### src/logic/cmc_pkg.sv
// package of constants for the core memory control block
`default_nettype none
package cmc_pkg;
    // -------------------------------------------------------------
    // word and address layout
    // -------------------------------------------------------------
    localparam int DATA_W = 48;
    localparam int WORD_W = 49;
    localparam int ADDR_W = 12;
    localparam int HALF_W = 6;
    localparam int PARITY_POS = 48;
    // -------------------------------------------------------------
    // timing
    // -------------------------------------------------------------
    localparam int CLK_NS = 25;
    localparam int SEG_NS = 1000;
    localparam int SEG_CYC = (SEG_NS + CLK_NS - 1) / CLK_NS;
    localparam int STROBE_NS = 830;
    localparam int STROBE_CYC = STROBE_NS / CLK_NS;
    // -------------------------------------------------------------
    // apb register map
    // -------------------------------------------------------------
    localparam logic [7:0] CTRL_OFS = 8'h00;
    localparam logic [7:0] STAT_OFS = 8'h04;
    localparam logic [7:0] ADDR_OFS = 8'h08;
    localparam logic [7:0] RDLO_OFS = 8'h0C;
    localparam logic [7:0] RDHI_OFS = 8'h10;
    localparam int CTRL_FULL = 0;
    localparam int CTRL_LOWER = 1;
    localparam int CTRL_UPPER_OFF = 2;
    localparam int CTRL_MANUAL = 3;
    localparam logic [3:0] CTRL_RST = 4'h1;
endpackage : cmc_pkg
`default_nettype wire

### src/logic/cmc_addr_if.sv
// interface carrying address count controls between the top and the counter
`default_nettype none
interface cmc_addr_if;
    logic inc;
    logic lower_count_enable;
    logic upper_enable;
    logic upper_count_driver;
    logic [11:0] addr;
    modport ctl (output inc, output lower_count_enable, output upper_enable,
                 input upper_count_driver, input addr);
    modport cnt (input inc, input lower_count_enable, input upper_enable,
                 output upper_count_driver, output addr);
endinterface : cmc_addr_if
`default_nettype wire

### src/logic/cmc_addr_cnt.sv
// twelve-bit address counter with split lower and upper halves
`default_nettype none
module cmc_addr_cnt (
    input wire logic clk,
    input wire logic rst_n,
    cmc_addr_if.cnt a
);
    typedef struct packed {
        logic [11:0] addr;
    } cmc_cnt_s;
    cmc_cnt_s st_ff;
    cmc_cnt_s nxt_st;
    logic carry;
    logic lower_all_ones;

    // upper half steps on carry, or alone when the lower half is held
    always_comb begin
        lower_all_ones = &st_ff.addr[5:0];
        carry = a.inc && (!a.lower_count_enable || lower_all_ones);
        nxt_st = st_ff;
        if (a.inc && a.lower_count_enable) begin
            nxt_st.addr[5:0] = st_ff.addr[5:0] + 6'h01;
        end
        if (carry && a.upper_enable) begin
            nxt_st.addr[11:6] = st_ff.addr[11:6] + 6'h01;
        end
    end
    assign a.upper_count_driver = carry && a.upper_enable;
    assign a.addr = st_ff.addr;

    // state register
    always_ff @(posedge clk) begin
        if (!rst_n) begin
            st_ff <= '0;
        end else begin
            st_ff <= nxt_st;
        end
    end
endmodule : cmc_addr_cnt
`default_nettype wire

### src/logic/cmc_sync.sv
// one-cycle pulse from an operator switch level
`default_nettype none
module cmc_sync (
    input wire logic clk,
    input wire logic rst_n,
    input wire logic level,
    output logic pulse
);
    typedef struct packed {
        logic prev;
    } cmc_sync_s;
    cmc_sync_s st_ff;
    cmc_sync_s nxt_st;

    // remember last level, pulse on rise
    always_comb begin
        nxt_st.prev = level;
    end
    assign pulse = level && !st_ff.prev;

    always_ff @(posedge clk) begin
        if (!rst_n) begin
            st_ff <= '0;
        end else begin
            st_ff <= nxt_st;
        end
    end
endmodule : cmc_sync
`default_nettype wire

### src/logic/cmc_core_ctrl.sv
// core memory read/write and address step control
// Functional notes
// - step switch in local gives one-cycle pulse
// - increment is step OR gated four-input group
// - worst-case flag blocks the gated address increments, not the step
// - manual mode steps address at count three
// - auto mode steps when write flag set
// - extra gates qualified by count zero-or-three
// - lower half held: increment drives upper half
// - upper half counts as carry from lower
// - upper count needs switch enable, default on
// - start and write request form input strobe
// - even data sets parity bit at strobe
// - parity bit odd, not sent on READ_DATA
// - zero bits enable inhibit during write phase
// - read loads nothing and leaves write flag
// - sense strobe sets bits, suppressed on write
// - offer data bits and odd parity check
// - register held until cycle end, then cleared
// - every access runs read then write phase
// - four one-microsecond segments, counter rests zero
// - local address counts 0000 to 7777 wrapping
//
// Local design decisions: the APB register port and the placing of the registers.
`default_nettype none
module cmc_core_ctrl #(
    parameter int SEG_CYC = cmc_pkg::SEG_CYC
) (
    input wire logic MCLK,
    input wire logic RST_N,
    input wire logic REMOTE_MODE_LEVEL,
    input wire logic CYCLE_START_LEVEL,
    input wire logic WRITE_REQUEST_LEVEL,
    input wire logic [47:0] WRITE_DATA_LINES,
    input wire logic [48:0] SENSE_AMPLIFIER,
    input wire logic ADDRESS_ADVANCE_SWITCH,
    input wire logic LOCAL_START,
    input wire logic WORST_CASE_DONE,
    input wire logic AUTO_SELECT,
    input wire logic PSEL,
    input wire logic PENABLE,
    input wire logic PWRITE,
    input wire logic [7:0] PADDR,
    input wire logic [31:0] PWDATA,
    output logic [31:0] PRDATA,
    output logic PREADY,
    output logic PSLVERR,
    output logic [47:0] READ_DATA,
    output logic PARITY_OK,
    output logic [48:0] INHIBIT_DRIVE,
    output logic [1:0] PULSE_COUNT,
    output logic [11:0] ADDRESS,
    output logic ADDRESS_INCREMENT_DRIVER
);
    // ---------------------------------------------------------------
    // state
    // ---------------------------------------------------------------
    typedef struct packed {
        logic [1:0] pc;
        logic [15:0] seg;
        logic write_operation_flag;
        logic [48:0] information_register;
        logic local_start_flag;
        logic worst_case_flag;
        logic [3:0] ctrl;
        logic [31:0] rdata;
    } cmc_ctl_s;
    cmc_ctl_s st_ff;
    cmc_ctl_s nxt_st;
    // strobe offset scaled to the segment length; must stay above zero so idle never strobes
    localparam int STROBE_SEG = cmc_pkg::STROBE_CYC * SEG_CYC / cmc_pkg::SEG_CYC;

    cmc_addr_if aif();
    logic step_increment_level;
    logic input_strobe;
    logic start_ok;
    logic seg_end;
    logic counter_zero_or_three;
    logic strobe_timing_pulse;
    logic read_sense_strobe;
    logic inhibit_timing;
    logic information_clear_driver;
    logic parity_fault_level;
    logic shunt;
    logic group_or;
    logic apb_wr;
    logic apb_rd;
    logic [31:0] rd_mux;
    logic manual_select_level;
    logic full_count_enable;

    // odd-parity check: true when count of ones is odd
    function automatic logic odd_ones(input logic [48:0] w);
        odd_ones = ^w;
    endfunction : odd_ones

    // ---------------------------------------------------------------
    // operator synchroniser and address counter
    // ---------------------------------------------------------------
    cmc_sync u_sync (
        .clk(MCLK),
        .rst_n(RST_N),
        .level(ADDRESS_ADVANCE_SWITCH && !REMOTE_MODE_LEVEL),
        .pulse(step_increment_level)
    );
    cmc_addr_cnt u_cnt (
        .clk(MCLK),
        .rst_n(RST_N),
        .a(aif.cnt)
    );

    // ---------------------------------------------------------------
    // timing decode from the pulse counter
    // ---------------------------------------------------------------
    always_comb begin
        seg_end = (st_ff.seg == 16'(SEG_CYC - 1));
        start_ok = (st_ff.pc == 2'h0) && CYCLE_START_LEVEL;
        input_strobe = start_ok && REMOTE_MODE_LEVEL && WRITE_REQUEST_LEVEL;
        counter_zero_or_three = (st_ff.pc == 2'h0) || (st_ff.pc == 2'h3);
        // strobe about 830 ns into the running first segment stands in for the delay timer
        strobe_timing_pulse = (st_ff.pc == 2'h0) &&
                              (st_ff.seg == 16'(STROBE_SEG));
        read_sense_strobe = strobe_timing_pulse && !st_ff.write_operation_flag;
        inhibit_timing = st_ff.pc[1];
        information_clear_driver = (st_ff.pc == 2'h3) && seg_end;
        parity_fault_level = !odd_ones({1'b0, st_ff.information_register[47:0]});
    end

    // ---------------------------------------------------------------
    // address increment gating
    // ---------------------------------------------------------------
    always_comb begin
        manual_select_level = st_ff.ctrl[cmc_pkg::CTRL_MANUAL];
        full_count_enable = st_ff.ctrl[cmc_pkg::CTRL_FULL];
        shunt = full_count_enable && st_ff.local_start_flag && !st_ff.worst_case_flag;
        group_or = (st_ff.pc == 2'h3 && manual_select_level && seg_end) ||
                   (!manual_select_level && st_ff.write_operation_flag && seg_end
                    && st_ff.pc == 2'h3) ||
                   (!manual_select_level && counter_zero_or_three && st_ff.seg == 16'h0000
                    && st_ff.pc == 2'h0 && st_ff.write_operation_flag) ||
                   (manual_select_level && counter_zero_or_three && st_ff.seg == 16'h0000
                    && st_ff.pc == 2'h0 && AUTO_SELECT);
        ADDRESS_INCREMENT_DRIVER = step_increment_level ||
                                   (group_or && shunt && !REMOTE_MODE_LEVEL);
    end
    assign aif.inc = ADDRESS_INCREMENT_DRIVER;
    assign aif.lower_count_enable = st_ff.ctrl[cmc_pkg::CTRL_LOWER];
    assign aif.upper_enable = !st_ff.ctrl[cmc_pkg::CTRL_UPPER_OFF];

    // ---------------------------------------------------------------
    // apb slave, zero wait states
    // ---------------------------------------------------------------
    always_comb begin
        apb_wr = PSEL && PENABLE && PWRITE;
        apb_rd = PSEL && !PENABLE && !PWRITE;
        unique case (PADDR)
            cmc_pkg::CTRL_OFS: rd_mux = {28'h000_0000, st_ff.ctrl};
            cmc_pkg::STAT_OFS: rd_mux = {24'h00_0000, 1'b0, odd_ones(st_ff.information_register),
                                         st_ff.worst_case_flag, st_ff.local_start_flag,
                                         st_ff.write_operation_flag, 1'b0, st_ff.pc};
            cmc_pkg::ADDR_OFS: rd_mux = {20'h0_0000, aif.addr};
            cmc_pkg::RDLO_OFS: rd_mux = st_ff.information_register[31:0];
            cmc_pkg::RDHI_OFS: rd_mux = {16'h0000, st_ff.information_register[47:32]};
            default: rd_mux = 32'h0000_0000;
        endcase
    end
    assign PREADY = 1'b1;
    assign PSLVERR = PSEL && PENABLE && !(PADDR inside {cmc_pkg::CTRL_OFS, cmc_pkg::STAT_OFS,
                     cmc_pkg::ADDR_OFS, cmc_pkg::RDLO_OFS, cmc_pkg::RDHI_OFS});
    assign PRDATA = st_ff.rdata;

    // ---------------------------------------------------------------
    // next-state logic
    // ---------------------------------------------------------------
    always_comb begin
        nxt_st = st_ff;
        if (apb_rd) begin
            nxt_st.rdata = rd_mux;
        end
        if (apb_wr && PADDR == cmc_pkg::CTRL_OFS) begin
            nxt_st.ctrl = PWDATA[3:0];
        end
        // local start and worst case flags from the maintenance panel
        if (!REMOTE_MODE_LEVEL && LOCAL_START && st_ff.pc == 2'h0) begin
            nxt_st.local_start_flag = 1'b1;
            nxt_st.worst_case_flag = !AUTO_SELECT ? 1'b0 : !WORST_CASE_DONE;
        end else if (REMOTE_MODE_LEVEL || !LOCAL_START) begin
            nxt_st.local_start_flag = 1'b0;
        end
        if (WORST_CASE_DONE) begin
            nxt_st.worst_case_flag = 1'b0;
        end
        // pulse counter: four segments, rests at zero
        if (st_ff.pc == 2'h0 && !(start_ok && REMOTE_MODE_LEVEL) &&
            !(st_ff.local_start_flag && !REMOTE_MODE_LEVEL)) begin
            nxt_st.seg = 16'h0000;
        end else if (seg_end) begin
            nxt_st.seg = 16'h0000;
            nxt_st.pc = st_ff.pc + 2'h1;
        end else begin
            nxt_st.seg = st_ff.seg + 16'h0001;
        end
        if (input_strobe) begin
            nxt_st.write_operation_flag = 1'b1;
            nxt_st.information_register[47:0] = WRITE_DATA_LINES;
        end
        if (strobe_timing_pulse && st_ff.write_operation_flag && REMOTE_MODE_LEVEL &&
            parity_fault_level) begin
            nxt_st.information_register[cmc_pkg::PARITY_POS] = 1'b1;
        end
        if (read_sense_strobe) begin
            nxt_st.information_register = st_ff.information_register | SENSE_AMPLIFIER;
        end
        if (information_clear_driver) begin
            nxt_st.information_register = '0;
            nxt_st.write_operation_flag = 1'b0;
        end
    end

    // state register
    always_ff @(posedge MCLK) begin
        if (!RST_N) begin
            st_ff <= '0;
            st_ff.ctrl <= cmc_pkg::CTRL_RST;
        end else begin
            st_ff <= nxt_st;
        end
    end

    // ---------------------------------------------------------------
    // outputs
    // ---------------------------------------------------------------
    assign READ_DATA = st_ff.information_register[47:0];
    assign PARITY_OK = odd_ones(st_ff.information_register);
    assign INHIBIT_DRIVE = inhibit_timing ? ~st_ff.information_register : 49'h0;
    assign PULSE_COUNT = st_ff.pc;
    assign ADDRESS = aif.addr;
endmodule : cmc_core_ctrl
`default_nettype wire

### config.mk
export PLATFORM = sky130hd
export DESIGN_NAME = cmc_core_ctrl
export DESIGN_NICKNAME = d
export VERILOG_FILES = /design/src/logic/cmc_pkg.sv /design/src/logic/cmc_addr_if.sv /design/src/logic/cmc_addr_cnt.sv /design/src/logic/cmc_sync.sv /design/src/logic/cmc_core_ctrl.sv
export SDC_FILE = /design/constraint.sdc
export NUM_CORES = 1
export LEC_CHECK = 0
export BUFFER_PORTS_ARGS = -buffer_cell sky130_fd_sc_hd__buf_2
export CELL_PAD_IN_SITES_DETAIL_PLACEMENT = 0
export CELL_PAD_IN_SITES_GLOBAL_PLACEMENT = 2
export CORE_MARGIN = 5
export CORE_UTILIZATION = 29
export CTS_CLUSTER_DIAMETER = 100
export DETAILED_ROUTE_END_ITERATION = 16
export GPL_TIMING_DRIVEN = 0
export HOLD_SLACK_MARGIN = 0.05
export PLACE_DENSITY_LB_ADDON = 0.2
export SLEW_MARGIN = 10
export SYNTH_ARGS = -nofsm -noshare
export SYNTH_HDL_FRONTEND = slang
export SYNTH_SLANG_ARGS = --single-unit
### constraint.sdc
create_clock -name MCLK -period 5.9 [get_ports MCLK]
set_clock_uncertainty 0.2 [all_clocks]
set_input_delay 0 -clock MCLK [delete_from_list [all_inputs] [get_ports MCLK]]
set_output_delay 0 -clock MCLK [all_outputs]
set_load 0.005 [all_outputs]
==> summary.txt, run 1 <==
Outcome
  – Outcome: finished, final reports clean

Final layout
  – Nets: ~1300
  – Design Area, Final: 10400 sq um
  – Layout cells sized above 1: 0.393
  – Syn-to-layout area delta: 53.0%
  – Commonest non-fill, non-tap cells in the layout: buf_2, dlygate4sd3_1, dfxtp_1
  – Non-Filler Instances: 1511
  – Most common cell after layout, fill and taps aside: buf_2

Clock tree
  – TritonCTS clock tree: built
  – # H-tree levels: 4
  – # clock sinks: 119
  – Cts repair resizes: 0
  – Clock buffer depth: 2
  – Clock transition at the registers of the reported paths: 0.06 ns
  – Setup repair bufs after CTS: 0
  – CTS root buf: clkbuf_16
  – CTS buffer count: 17
  – Worst-Skew Late Latency: around 0.42 ns

Detailed routing
  – DR vias/cell: 4.47
  – Post-Route WL: approximately 27 mm
  – Iter 0 DRT Violations: about 280
  – Via count: 6755
  – DRC: 0
  – Final ANT Viol Nets: 0
  – Drt pass-1 iters: 4
  – WL per Instance: 17.8 um

Critical path
  – CP required: 6.00 ns
  – Crit start category: flip-flop
  – CP Max Fanout: 10
  – Flop-to-flop setup slack: 1.94 ns
  – Buffers plus inverters on the worst setup path: 5
  – WS Path Type: reg -> reg
  – Worst path top cell family by delay: buffers and inverters
  – Worst path cell trace: inv_2 > clkbuf_1 > ha_1 > nor2b_1 > nand4_1 > nor2_2 > buf_2 > buf_4 > a21oi_1 > o221a_2 > dlygate4sd3_1
  – WP data arrival: 4.06 ns
  – Critical Path Sink Type: flip-flop
  – Worst path max stage delay: around 0.60 ns
  – Worst path slowest cell: clkbuf_1

Power
  – Power Dens Cells: roughly 230 nW/um^2
  – P_leak: 5.11 nW
  – Worst VDD drop: 0.183 mV

Logic synthesis
  – Synthesized instance count: 770
  – Synthesized cell area: 6800 sq um
  – Number of synthesized flops with an enable pin: 0
  – Sequential area share after synthesis: 0.351
  – Mapped Nets: roughly 900
  – Most used DFF post-synth: dfxtp_1
  – Unique masters post-synth: 61
  – #FFs+latches synth: 119
  – Post-synth ARST share: 0
  – Post-Syn Area per Cell: between 8 and 9 sq um
  – Warnings, synthesis: 0

Placement
  – Dpl cells: 1353
  – Final HPWL DP: 20.4 mm
  – Count of input and output buffers: 264
  – Routability cong.: 0.775
  – Dpl cell area: 8520 sq um
  – Placement Setup Slack: 2.27 ns

Worst hold path
  – Hold Crit Class: in -> reg

Timing
  – Min Clock Period, post-route: slightly below 4 ns
  – Slew margin rel.: 0.479
  – Fin crit share: 0.672
  – Fmax: 252 MHz
  – PnR worst setup slack: 1.94 ns
  – Final hold vios: 0
  – RSZ-0062 raised after global routing: no
  – Final Max Tran Viols: 0
  – Total negative slack: 0 ns
  – Worst-margin pin slew: approximately 0.78 ns
  – # setup viols final: 0

Die
  – Core Rows: between 50 and 60
  – Die Height: 163 um
  – CORE AREA: 23300 sq um
  – # IOs: approximately 300
  – Starting Density: 0.292
  – Die X: 163 um
  – Die ar.: 26600 sq um

Global routing
  – Vias in the first global route: 6918
  – Grt ovf: 0
  – Largest net degree at the start of global routing: 17
  – First-pass GRT wire length: 40.2 mm
  – GRT Total Usage: 0.199
  – Antenna violations before repair: 2

Run
  – Max Cap Viol: 0
==> what timing repair did <==
item                                   4_1_cts  5_1_grt
endpoints found under the hold margin       70        0
setup endpoints to repair                    0        0
hold buffers                               125        0
==> cells by family (layout without fill, tap and decap cells) <==
| group | count (synthesis) | after routing | synth area share |
|---|---|---|---|
| AND/OR/NAND/NOR | 206 | 206 | 0.161 |
| multiplexers | 21 | 21 | 0.0364 |
| AO/OA/AOI/OAI | 159 | 159 | 0.182 |
| buffers and inverters | 186 | 607 | 0.162 |
| XOR/XNOR | 71 | 71 | 0.0948 |
| other | 1 | 2 | 0.000552 |
| adder cells (fa/ha/maj) | 7 | 7 | 0.0129 |
| flip-flops | 119 | 119 | 0.351 |
==> worst register-to-register path: cells and delay by family (launching register included) <==
family / cells / cell delay [ns]
buf+inv: 5 / 1.91
simple gates: 3 / 0.64
fa+ha+maj: 1 / 0.39
flops: 1 / 0.37
compound gates: 2 / 0.33
==> path summary, 6_finish.rpt <==
path                     start       endpoint  cells past startpoint
max             PULSE_COUNT[1]  READ_DATA[35]                     11
min          REMOTE_MODE_LEVEL      st_ff[87]                      3
max reg2reg     PULSE_COUNT[1]  READ_DATA[35]                     11
min reg2reg          st_ff[88]      st_ff[88]                      1
==> state kept, by name (all words and copies together), names as in the netlist <==
| name | count |
|---|---|
| full_count_enable | 1 |
| u_cnt.a.addr | 12 |
| aif.lower_count_enable | 1 |
| st_ff | 21 |
| u_sync.st_ff | 1 |
| manual_select_level | 1 |
| READ_DATA | 48 |
| PRDATA | 32 |
| PULSE_COUNT | 2 |
==> synthesized netlist by cell type, types with 3 or more instances <==
library cell	n	area share
inv_1	57	0.031
buf_4	86	0.095
xnor2_1	53	0.068
and2_1	11	0.010
nand3_1	10	0.0074
clkbuf_1	23	0.013
mux2i_1	18	0.027
nor4_1	3	0.0028
and3_1	5	0.0046
dfxtp_1	119	0.35
nand4_1	10	0.0092
nor2b_1	40	0.037
xor2_1	16	0.021
a22oi_1	28	0.031
nor3b_1	6	0.0066
mux4_2	3	0.0099
o21ai_0	6	0.0044
o21ai_1	6	0.0044
nand2_1	24	0.013
ha_1	7	0.013
nor2_1	79	0.044
a22o_1	4	0.0052
buf_2	13	0.0096
o221a_2	48	0.080
a221oi_1	3	0.0039
a21oi_1	51	0.038
==> through the flow <==
stage / utilization / power, mW / hold slack (ns)
floorplan: - / 1.10 / -0.124
global placement: 0.366 / 1.25 / -0.00108
detailed placement: 0.366 / 1.25 / 0.00160
CTS: 0.447 / 2.45 / 0.0643
global route: 0.447 / 2.52 / 0.0876
finish: 0.447 / 2.42 / 0.0700
==> where the power goes <==
part           switching, mW  internal (mW)  total (mW)
clock                  0.416          0.711        1.13
sequential            0.0386          0.824       0.863
combinational          0.180          0.249       0.429
total                  0.635           1.78        2.42
==> area by class of cell <==
class                      instances  area [sq um]
antenna                            1          2.50
buffer                           128           882
clock buffer                      18           429
clock inverter                    14           200
fill                            2452         12900
inverter                          58           218
multi-input combinational        465          3310
sequential                       119          2380
tap                              319           399
timing repair buffer             389          2570
==> per-layer routing <==
| layer | wire [um] | global-route usage | share of wire |
|---|---|---|---|
| met1 | 12300 | 0.262 | 0.46 |
| met2 | 12800 | 0.334 | 0.48 |
| met3 | 1570 | 0.0452 | 0.059 |
| met4 | 218 | 0.0454 | 0.0081 |
| met5 | 12 | 0 | 0.00045 |
(Power assumes the default switching activity.)
==> run 2, diff against run 1 <==
- CORE_UTILIZATION: 29 -> 27
- clock period: 5.9 -> 3.7 ns (I/O delays scaled with it)
==> summary.txt, run 2 (synthesis results as in run 1) <==
Critical path
  – Worst path max stage delay: 0.72 ns (+0.12 ns)
  – Worst path cell trace: ha_1 > nand3_1 > nor2_1 > a21boi_1 > clkbuf_1 > o21ai_0 > a21oi_1 > dlygate4sd3_1
  – CP required: 3.85 ns (-2.15 ns)
  – Reg2reg start: st_ff[88]
  – Critical Path Sink Type: flip-flop
  – Flop-to-flop setup slack: 0.53 ns (-1.41 ns)
  – WS Path Type: reg -> reg
  – Reg2reg end: st_ff[86]
  – Crit start category: flip-flop
  – CP Max Fanout: 10 (unchanged)
  – Worst path slowest cell: a21boi_1
  – R2r worst-path depth: 8 (-3)
  – WP data arrival: 3.32 ns (-0.74 ns)

Global routing
  – GRT Total Usage: 0.190 (-0.00933)
  – Grt ovf: 0 (unchanged)
  – Antenna violations before repair: 1 (-1)
  – Largest net degree at the start of global routing: 17 (unchanged)
  – Vias in the first global route: 6990 (+1.0%)
  – First-pass GRT wire length: 41.2 mm (+2.5%)

Final layout
  – Max FFs per register: 48 (unchanged)
  – Storage cell area: 2380 sq um (unchanged)
  – Nets: 1335 (+0.075%)
  – N_diodes: 0 (-1)
  – Syn-to-layout area delta: 53.2%
  – Design Area, Final: 10400 sq um (+0.11%)
  – Commonest non-fill, non-tap cells in the layout: buf_2, dlygate4sd3_1, dfxtp_1
  – Area of the multi-input gates: 3310 sq um (unchanged)
  – Layout cells sized above 1: 0.392 (-0.00102)
  – Most common cell after layout, fill and taps aside: buf_2
  – Filler Cell Count: 2605 (+6.2%)

Placement
  – Routability cong.: 0.769 (-0.83%)
  – Count of input and output buffers: 264 (unchanged)
  – Placement Setup Slack: 0.142 ns (-2.13 ns)
  – Final HPWL DP: 20.7 mm (+1.8%)
  – Dpl cell area: 8530 sq um (+0.16%)

Clock tree
  – TritonCTS clock tree: built
  – Setup repair bufs after CTS: 0 (unchanged)
  – Clock buffer depth: 2 (unchanged)
  – CTS buffer count: 17 (unchanged)
  – CTS root buf: clkbuf_16
  – Worst-Skew Late Latency: 0.42 ns (about the same)
  – Clock transition at the registers of the reported paths: 0.06 ns (about the same)
  – Cts repair resizes: 0 (unchanged)
  – # clock sinks: 119 (unchanged)
  – # H-tree levels: 4 (unchanged)

Detailed routing
  – Post-Route WL: 27.1 mm (+0.92%)
  – DRC: 0 (unchanged)
  – Drt pass-1 iters: 4 (unchanged)
  – Via count: 6708 (-0.70%)
  – DR vias/cell: 4.42 (-1.2%)
  – Iter 0 DRT Violations: 293 (+6.5%)
  – WL per Instance: 17.8 um (+0.39%)
  – Final ANT Viol Nets: 0 (unchanged)

Power
  – P_leak: 5.01 nW (-1.9%)
  – Flop pwr share: 0.361 (+0.004)
  – Pwr Total: 3.82 mW (+58%)
  – Power Dens Cells: 367 nW/um^2 (+58%)
  – Clock power share: 0.458 (-0.008)
  – Worst VDD drop: 0.216 mV (+18%)
  – Sw Ratio: 0.253 (-0.00977)
  – Combinational share of power: 0.181 (+0.003)
  – Pint: 2.85 mW (+60%)
  – Psw: 0.965 mW (+52%)

Timing
  – Min Clock Period, post-route: 3.17 ns (-0.794 ns)
  – PnR worst setup slack: 0.531 ns (-1.41 ns)
  – Final hold vios: 0 (unchanged)
  – RSZ-0062 raised after global routing: no
  – Slew margin rel.: 0.405 (-0.0745)
  – Final Max Tran Viols: 0 (unchanged)
  – Fmax: 316 MHz (+25%)
  – Total negative slack: 0 ns (unchanged)
  – Fin crit share: 0.857 (+0.185)
  – # setup viols final: 0 (unchanged)
  – Worst-margin pin slew: 0.891 ns (+0.111 ns)

Die
  – Die X: 169 um (+3.4%)
  – Starting Density: 0.272 (-0.0199)
  – Die Height: 169 um (+3.4%)
  – CORE AREA: 25000 sq um (+7.3%)
  – Core Rows: 58 (+3.6%)
  – Die ar.: 28400 sq um (+6.9%)
  – # IOs: 296 (unchanged)

Worst hold path
  – Hold path depth: 6 (+3)
  – Worst hold endpoint: PRDATA[4]
  – Worst Hold Launch: PADDR[1]
  – Hold Crit Class: in -> reg

Outcome
  – Outcome: finished, final reports clean

Run
  – Max Cap Viol: 0 (unchanged)
[run 2: through the flow]
stage | hold slack (ns) | util | cells
floorplan | -0.124 | - | 770
global placement | 0.00123 | 0.342 | 1364
detailed placement | 0.00262 | 0.342 | 1364
CTS | 0.0576 | 0.417 | 1520
global route | 0.0890 | 0.417 | 1519
finish | 0.0784 | 0.417 | 1519
[run 2: worst max-delay path: cells and delay by family (launching register included)]
family,cells,cell delay [ns]
fa+ha+maj,1,0.27
simple gates,2,0.22
buf+inv,2,1.04
compound gates,3,1.03
flops,1,0.34
[run 2: what timing repair did]
item,4_1_cts,5_1_grt
endpoints found under the hold margin,70,0
endpoints found under the setup margin,0,22
hold buffers,127,0
[run 2: cell type report]
type	instances	share of cell area
clock buffers	22	0.0475
plain buffers	127	0.0844
repair buffers	391	0.249
flip-flops and latches	119	0.229
well taps	330	0.0397
multi-input cells	465	0.318
clock inverters	7	0.0114
inverters	58	0.0209
[run 2: worst max path at each step]
stage	start	to	slack, ns	cells past startpoint
floorplan	PULSE_COUNT[1]	u_cnt.a.addr[11]	1.07	10
global placement	PULSE_COUNT[1]	u_cnt.a.addr[11]	0.10	10
detailed placement	PULSE_COUNT[1]	READ_DATA[42]	0.14	10
CTS	PULSE_COUNT[1]	READ_DATA[46]	0.12	9
global route	st_ff[88]	st_ff[86]	0.25	8
finish	st_ff[88]	st_ff[86]	0.53	8
[run 2: power groups by stage]
stage               registers (mW)  logic, mW  clock network, mW
floorplan                     1.38      0.376                  0
global placement              1.41      0.595                  0
detailed placement            1.41      0.595                  0
CTS                           1.38      0.699               1.79
global route                  1.38      0.754               1.85
finish                        1.38      0.692               1.75
[run 2: metal layers]
| metal | track usage | vias up | part of all wire |
|---|---|---|---|
| met4 | 0.0342 | 2 | 0.0067 |
| met3 | 0.0434 | 12 | 0.062 |
| met2 | 0.331 | 218 | 0.49 |
| met5 | 0 | - | 0.00048 |
| met1 | 0.242 | 3100 | 0.44 |
| li1 | - | 3376 | - |
==> run 3, diff against run 2 <==
- RECOVER_POWER: default -> 25
- SLEW_MARGIN: 10 -> default
==> summary.txt, run 3 (synthesis results as in run 1) <==
Die
  – # IOs: 296 (unchanged)
  – Starting Density: 0.272 (unchanged)
  – Die X: 169 um (unchanged)
  – Core Rows: 58 (unchanged)
  – CORE AREA: 25000 sq um (unchanged)
  – Die Height: 169 um (unchanged)
  – Die ar.: 28400 sq um (unchanged)

Clock tree
  – TritonCTS clock tree: built
  – Setup repair bufs after CTS: 0 (unchanged)
  – CTS root buf: clkbuf_16
  – Clock buffer depth: 2 (unchanged)
  – CTS buffer count: 17 (unchanged)
  – Worst-Skew Late Latency: 0.41 ns (about the same)
  – # clock sinks: 119 (unchanged)
  – # H-tree levels: 4 (unchanged)
  – Clock transition at the registers of the reported paths: 0.06 ns (about the same)

Critical path
  – Worst path max stage delay: 0.71 ns (about the same)
  – WS Path Type: reg -> reg
  – Flop-to-flop setup slack: 0.55 ns (+0.02 ns)
  – Critical Path Sink Type: flip-flop
  – WP data arrival: 3.30 ns (-0.02 ns)
  – Crit start category: flip-flop
  – Reg2reg start: st_ff[88]
  – CP required: 3.85 ns (about the same)
  – Worst path cell trace: ha_1 > nand3_1 > nor2_1 > a21boi_1 > clkbuf_1 > o21ai_0 > a21oi_1 > dlygate4sd3_1
  – Reg2reg end: st_ff[86]
  – CP Max Fanout: 10 (unchanged)
  – Worst path slowest cell: a21boi_1
  – R2r worst-path depth: 8 (unchanged)

Final layout
  – Commonest non-fill, non-tap cells in the layout: buf_2, dlygate4sd3_1, dfxtp_1
  – Utilization after layout: 0.415 (-0.00190)
  – Max FFs per register: 48 (unchanged)
  – N_diodes: 0 (unchanged)
  – Filler Cell Count: 2622 (+0.65%)
  – Area of the multi-input gates: 3310 sq um (unchanged)
  – Most common cell after layout, fill and taps aside: buf_2
  – Syn-to-layout area delta: 52.5%
  – Nets: 1335 (unchanged)
  – Layout cells sized above 1: 0.360 (-0.0320)
  – Storage cell area: 2380 sq um (unchanged)
  – Design Area, Final: 10400 sq um (-0.46%)

Timing
  – Worst-margin pin slew: 0.884 ns (-0.00667 ns)
  – Total negative slack: 0 ns (unchanged)
  – Slew margin rel.: 0.409 (+0.00445)
  – Final Max Tran Viols: 0 (unchanged)
  – # setup viols final: 0 (unchanged)
  – Fin crit share: 0.852 (-0.00436)
  – Fmax: 317 MHz (+0.51%)
  – PnR worst setup slack: 0.547 ns (+0.0161 ns)
  – RSZ-0062 raised after global routing: no
  – Min Clock Period, post-route: 3.15 ns (-0.0161 ns)
  – Final hold vios: 0 (unchanged)

Power
  – P_leak: 4.83 nW (-3.6%)
  – Power Dens Cells: 368 nW/um^2 (+0.47%)
  – Worst VDD drop: 0.216 mV (+0.28%)

Run
  – Max Cap Viol: 0 (unchanged)

Detailed routing
  – Iter 0 DRT Violations: 292 (-0.34%)
  – Final ANT Viol Nets: 0 (unchanged)
  – DRC: 0 (unchanged)
  – WL per Instance: 17.8 um (-0.12%)
  – DR vias/cell: 4.41 (-0.16%)
  – Via count: 6697 (-0.16%)
  – Post-Route WL: 27.0 mm (-0.12%)
  – Drt pass-1 iters: 4 (unchanged)

Placement
  – Placement Setup Slack: 0.142 ns (unchanged)
  – Count of input and output buffers: 264 (unchanged)
  – Final HPWL DP: 20.7 mm (unchanged)
  – Routability cong.: 0.769 (unchanged)
  – Dpl cell area: 8530 sq um (unchanged)

Outcome
  – Outcome: finished, final reports clean

Global routing
  – Largest net degree at the start of global routing: 17 (unchanged)
  – GRT Total Usage: 0.190 (unchanged)
  – Antenna violations before repair: 1 (unchanged)
  – First-pass GRT wire length: 41.2 mm (unchanged)
  – Vias in the first global route: 6990 (unchanged)
  – Grt ovf: 0 (unchanged)

Worst hold path
  – Worst hold endpoint: PRDATA[1]
  – Worst Hold Launch: PADDR[4]
  – Hold path depth: 4 (-2)
  – Hold Crit Class: in -> reg
## run 3: cell count changes in the layout (fill, tap and decap cells not counted), sizes merged
cell | previous run | this run
clkbuf | 46 | 110
buf | 367 | 303
## run 3: metrics by stage
step,cells,total power [mW],hold WS (ns)
floorplan,770,1.75,-0.124
global placement,1364,2.00,0.00123
detailed placement,1364,2.00,0.00262
CTS,1520,3.87,0.0576
global route,1519,3.99,0.0890
finish,1519,3.82,0.0718
## run 3: worst max-delay path: cells and delay by family (launching register included)
family,cells,cell delay (ns)
adder cells (fa/ha/maj),1,0.27
AO/OA/AOI/OAI,3,1.02
flip-flops,1,0.34
AND/OR/NAND/NOR,2,0.22
buffers and inverters,2,1.03
## run 3: where the power goes
part / internal, mW / total, mW / switching [mW]
Combinational: 0.397 / 0.692 / 0.295
Clock: 1.14 / 1.75 / 0.609
Sequential: 1.31 / 1.38 / 0.0635
Total: 2.85 / 3.82 / 0.967
## run 3: what timing repair did
| action | 4_1_cts | 5_1_grt |
|---|---|---|
| gates resized for setup | 0 | 0 |
| hold buffers | 127 | 0 |
| endpoints found under the setup margin | 0 | 22 |
| hold endpoints to repair | 70 | 0 |
## run 3: layout make-up
class | count | share of cell area
clock buffers | 22 | 0.0477
multi-input cells | 465 | 0.320
inverters | 58 | 0.0210
flip-flops and latches | 119 | 0.230
well taps | 330 | 0.0398
plain buffers | 127 | 0.0848
clock inverters | 7 | 0.0115
repair buffers | 391 | 0.246
## run 3: worst max path at each step
| stage | from | end | slack (ns) |
|---|---|---|---|
| 2_1_floorplan | PULSE_COUNT[1] | u_cnt.a.addr[11] | 1.07 |
| 3_3_place_gp | PULSE_COUNT[1] | u_cnt.a.addr[11] | 0.10 |
| 3_5_place_dp | PULSE_COUNT[1] | READ_DATA[42] | 0.14 |
| 4_1_cts | PULSE_COUNT[1] | READ_DATA[46] | 0.12 |
| 5_1_grt | st_ff[88] | st_ff[86] | 0.25 |
| 6_report | st_ff[88] | st_ff[86] | 0.55 |
## run 3: metal layers
| metal | track usage | vias up | part of all wire |
|---|---|---|---|
| met2 | 0.331 | 200 | 0.48 |
| met3 | 0.0434 | 13 | 0.060 |
| met1 | 0.242 | 3103 | 0.45 |
| met5 | 0 | - | 0.00048 |
| met4 | 0.0342 | 2 | 0.0072 |
| li1 | - | 3379 | - |
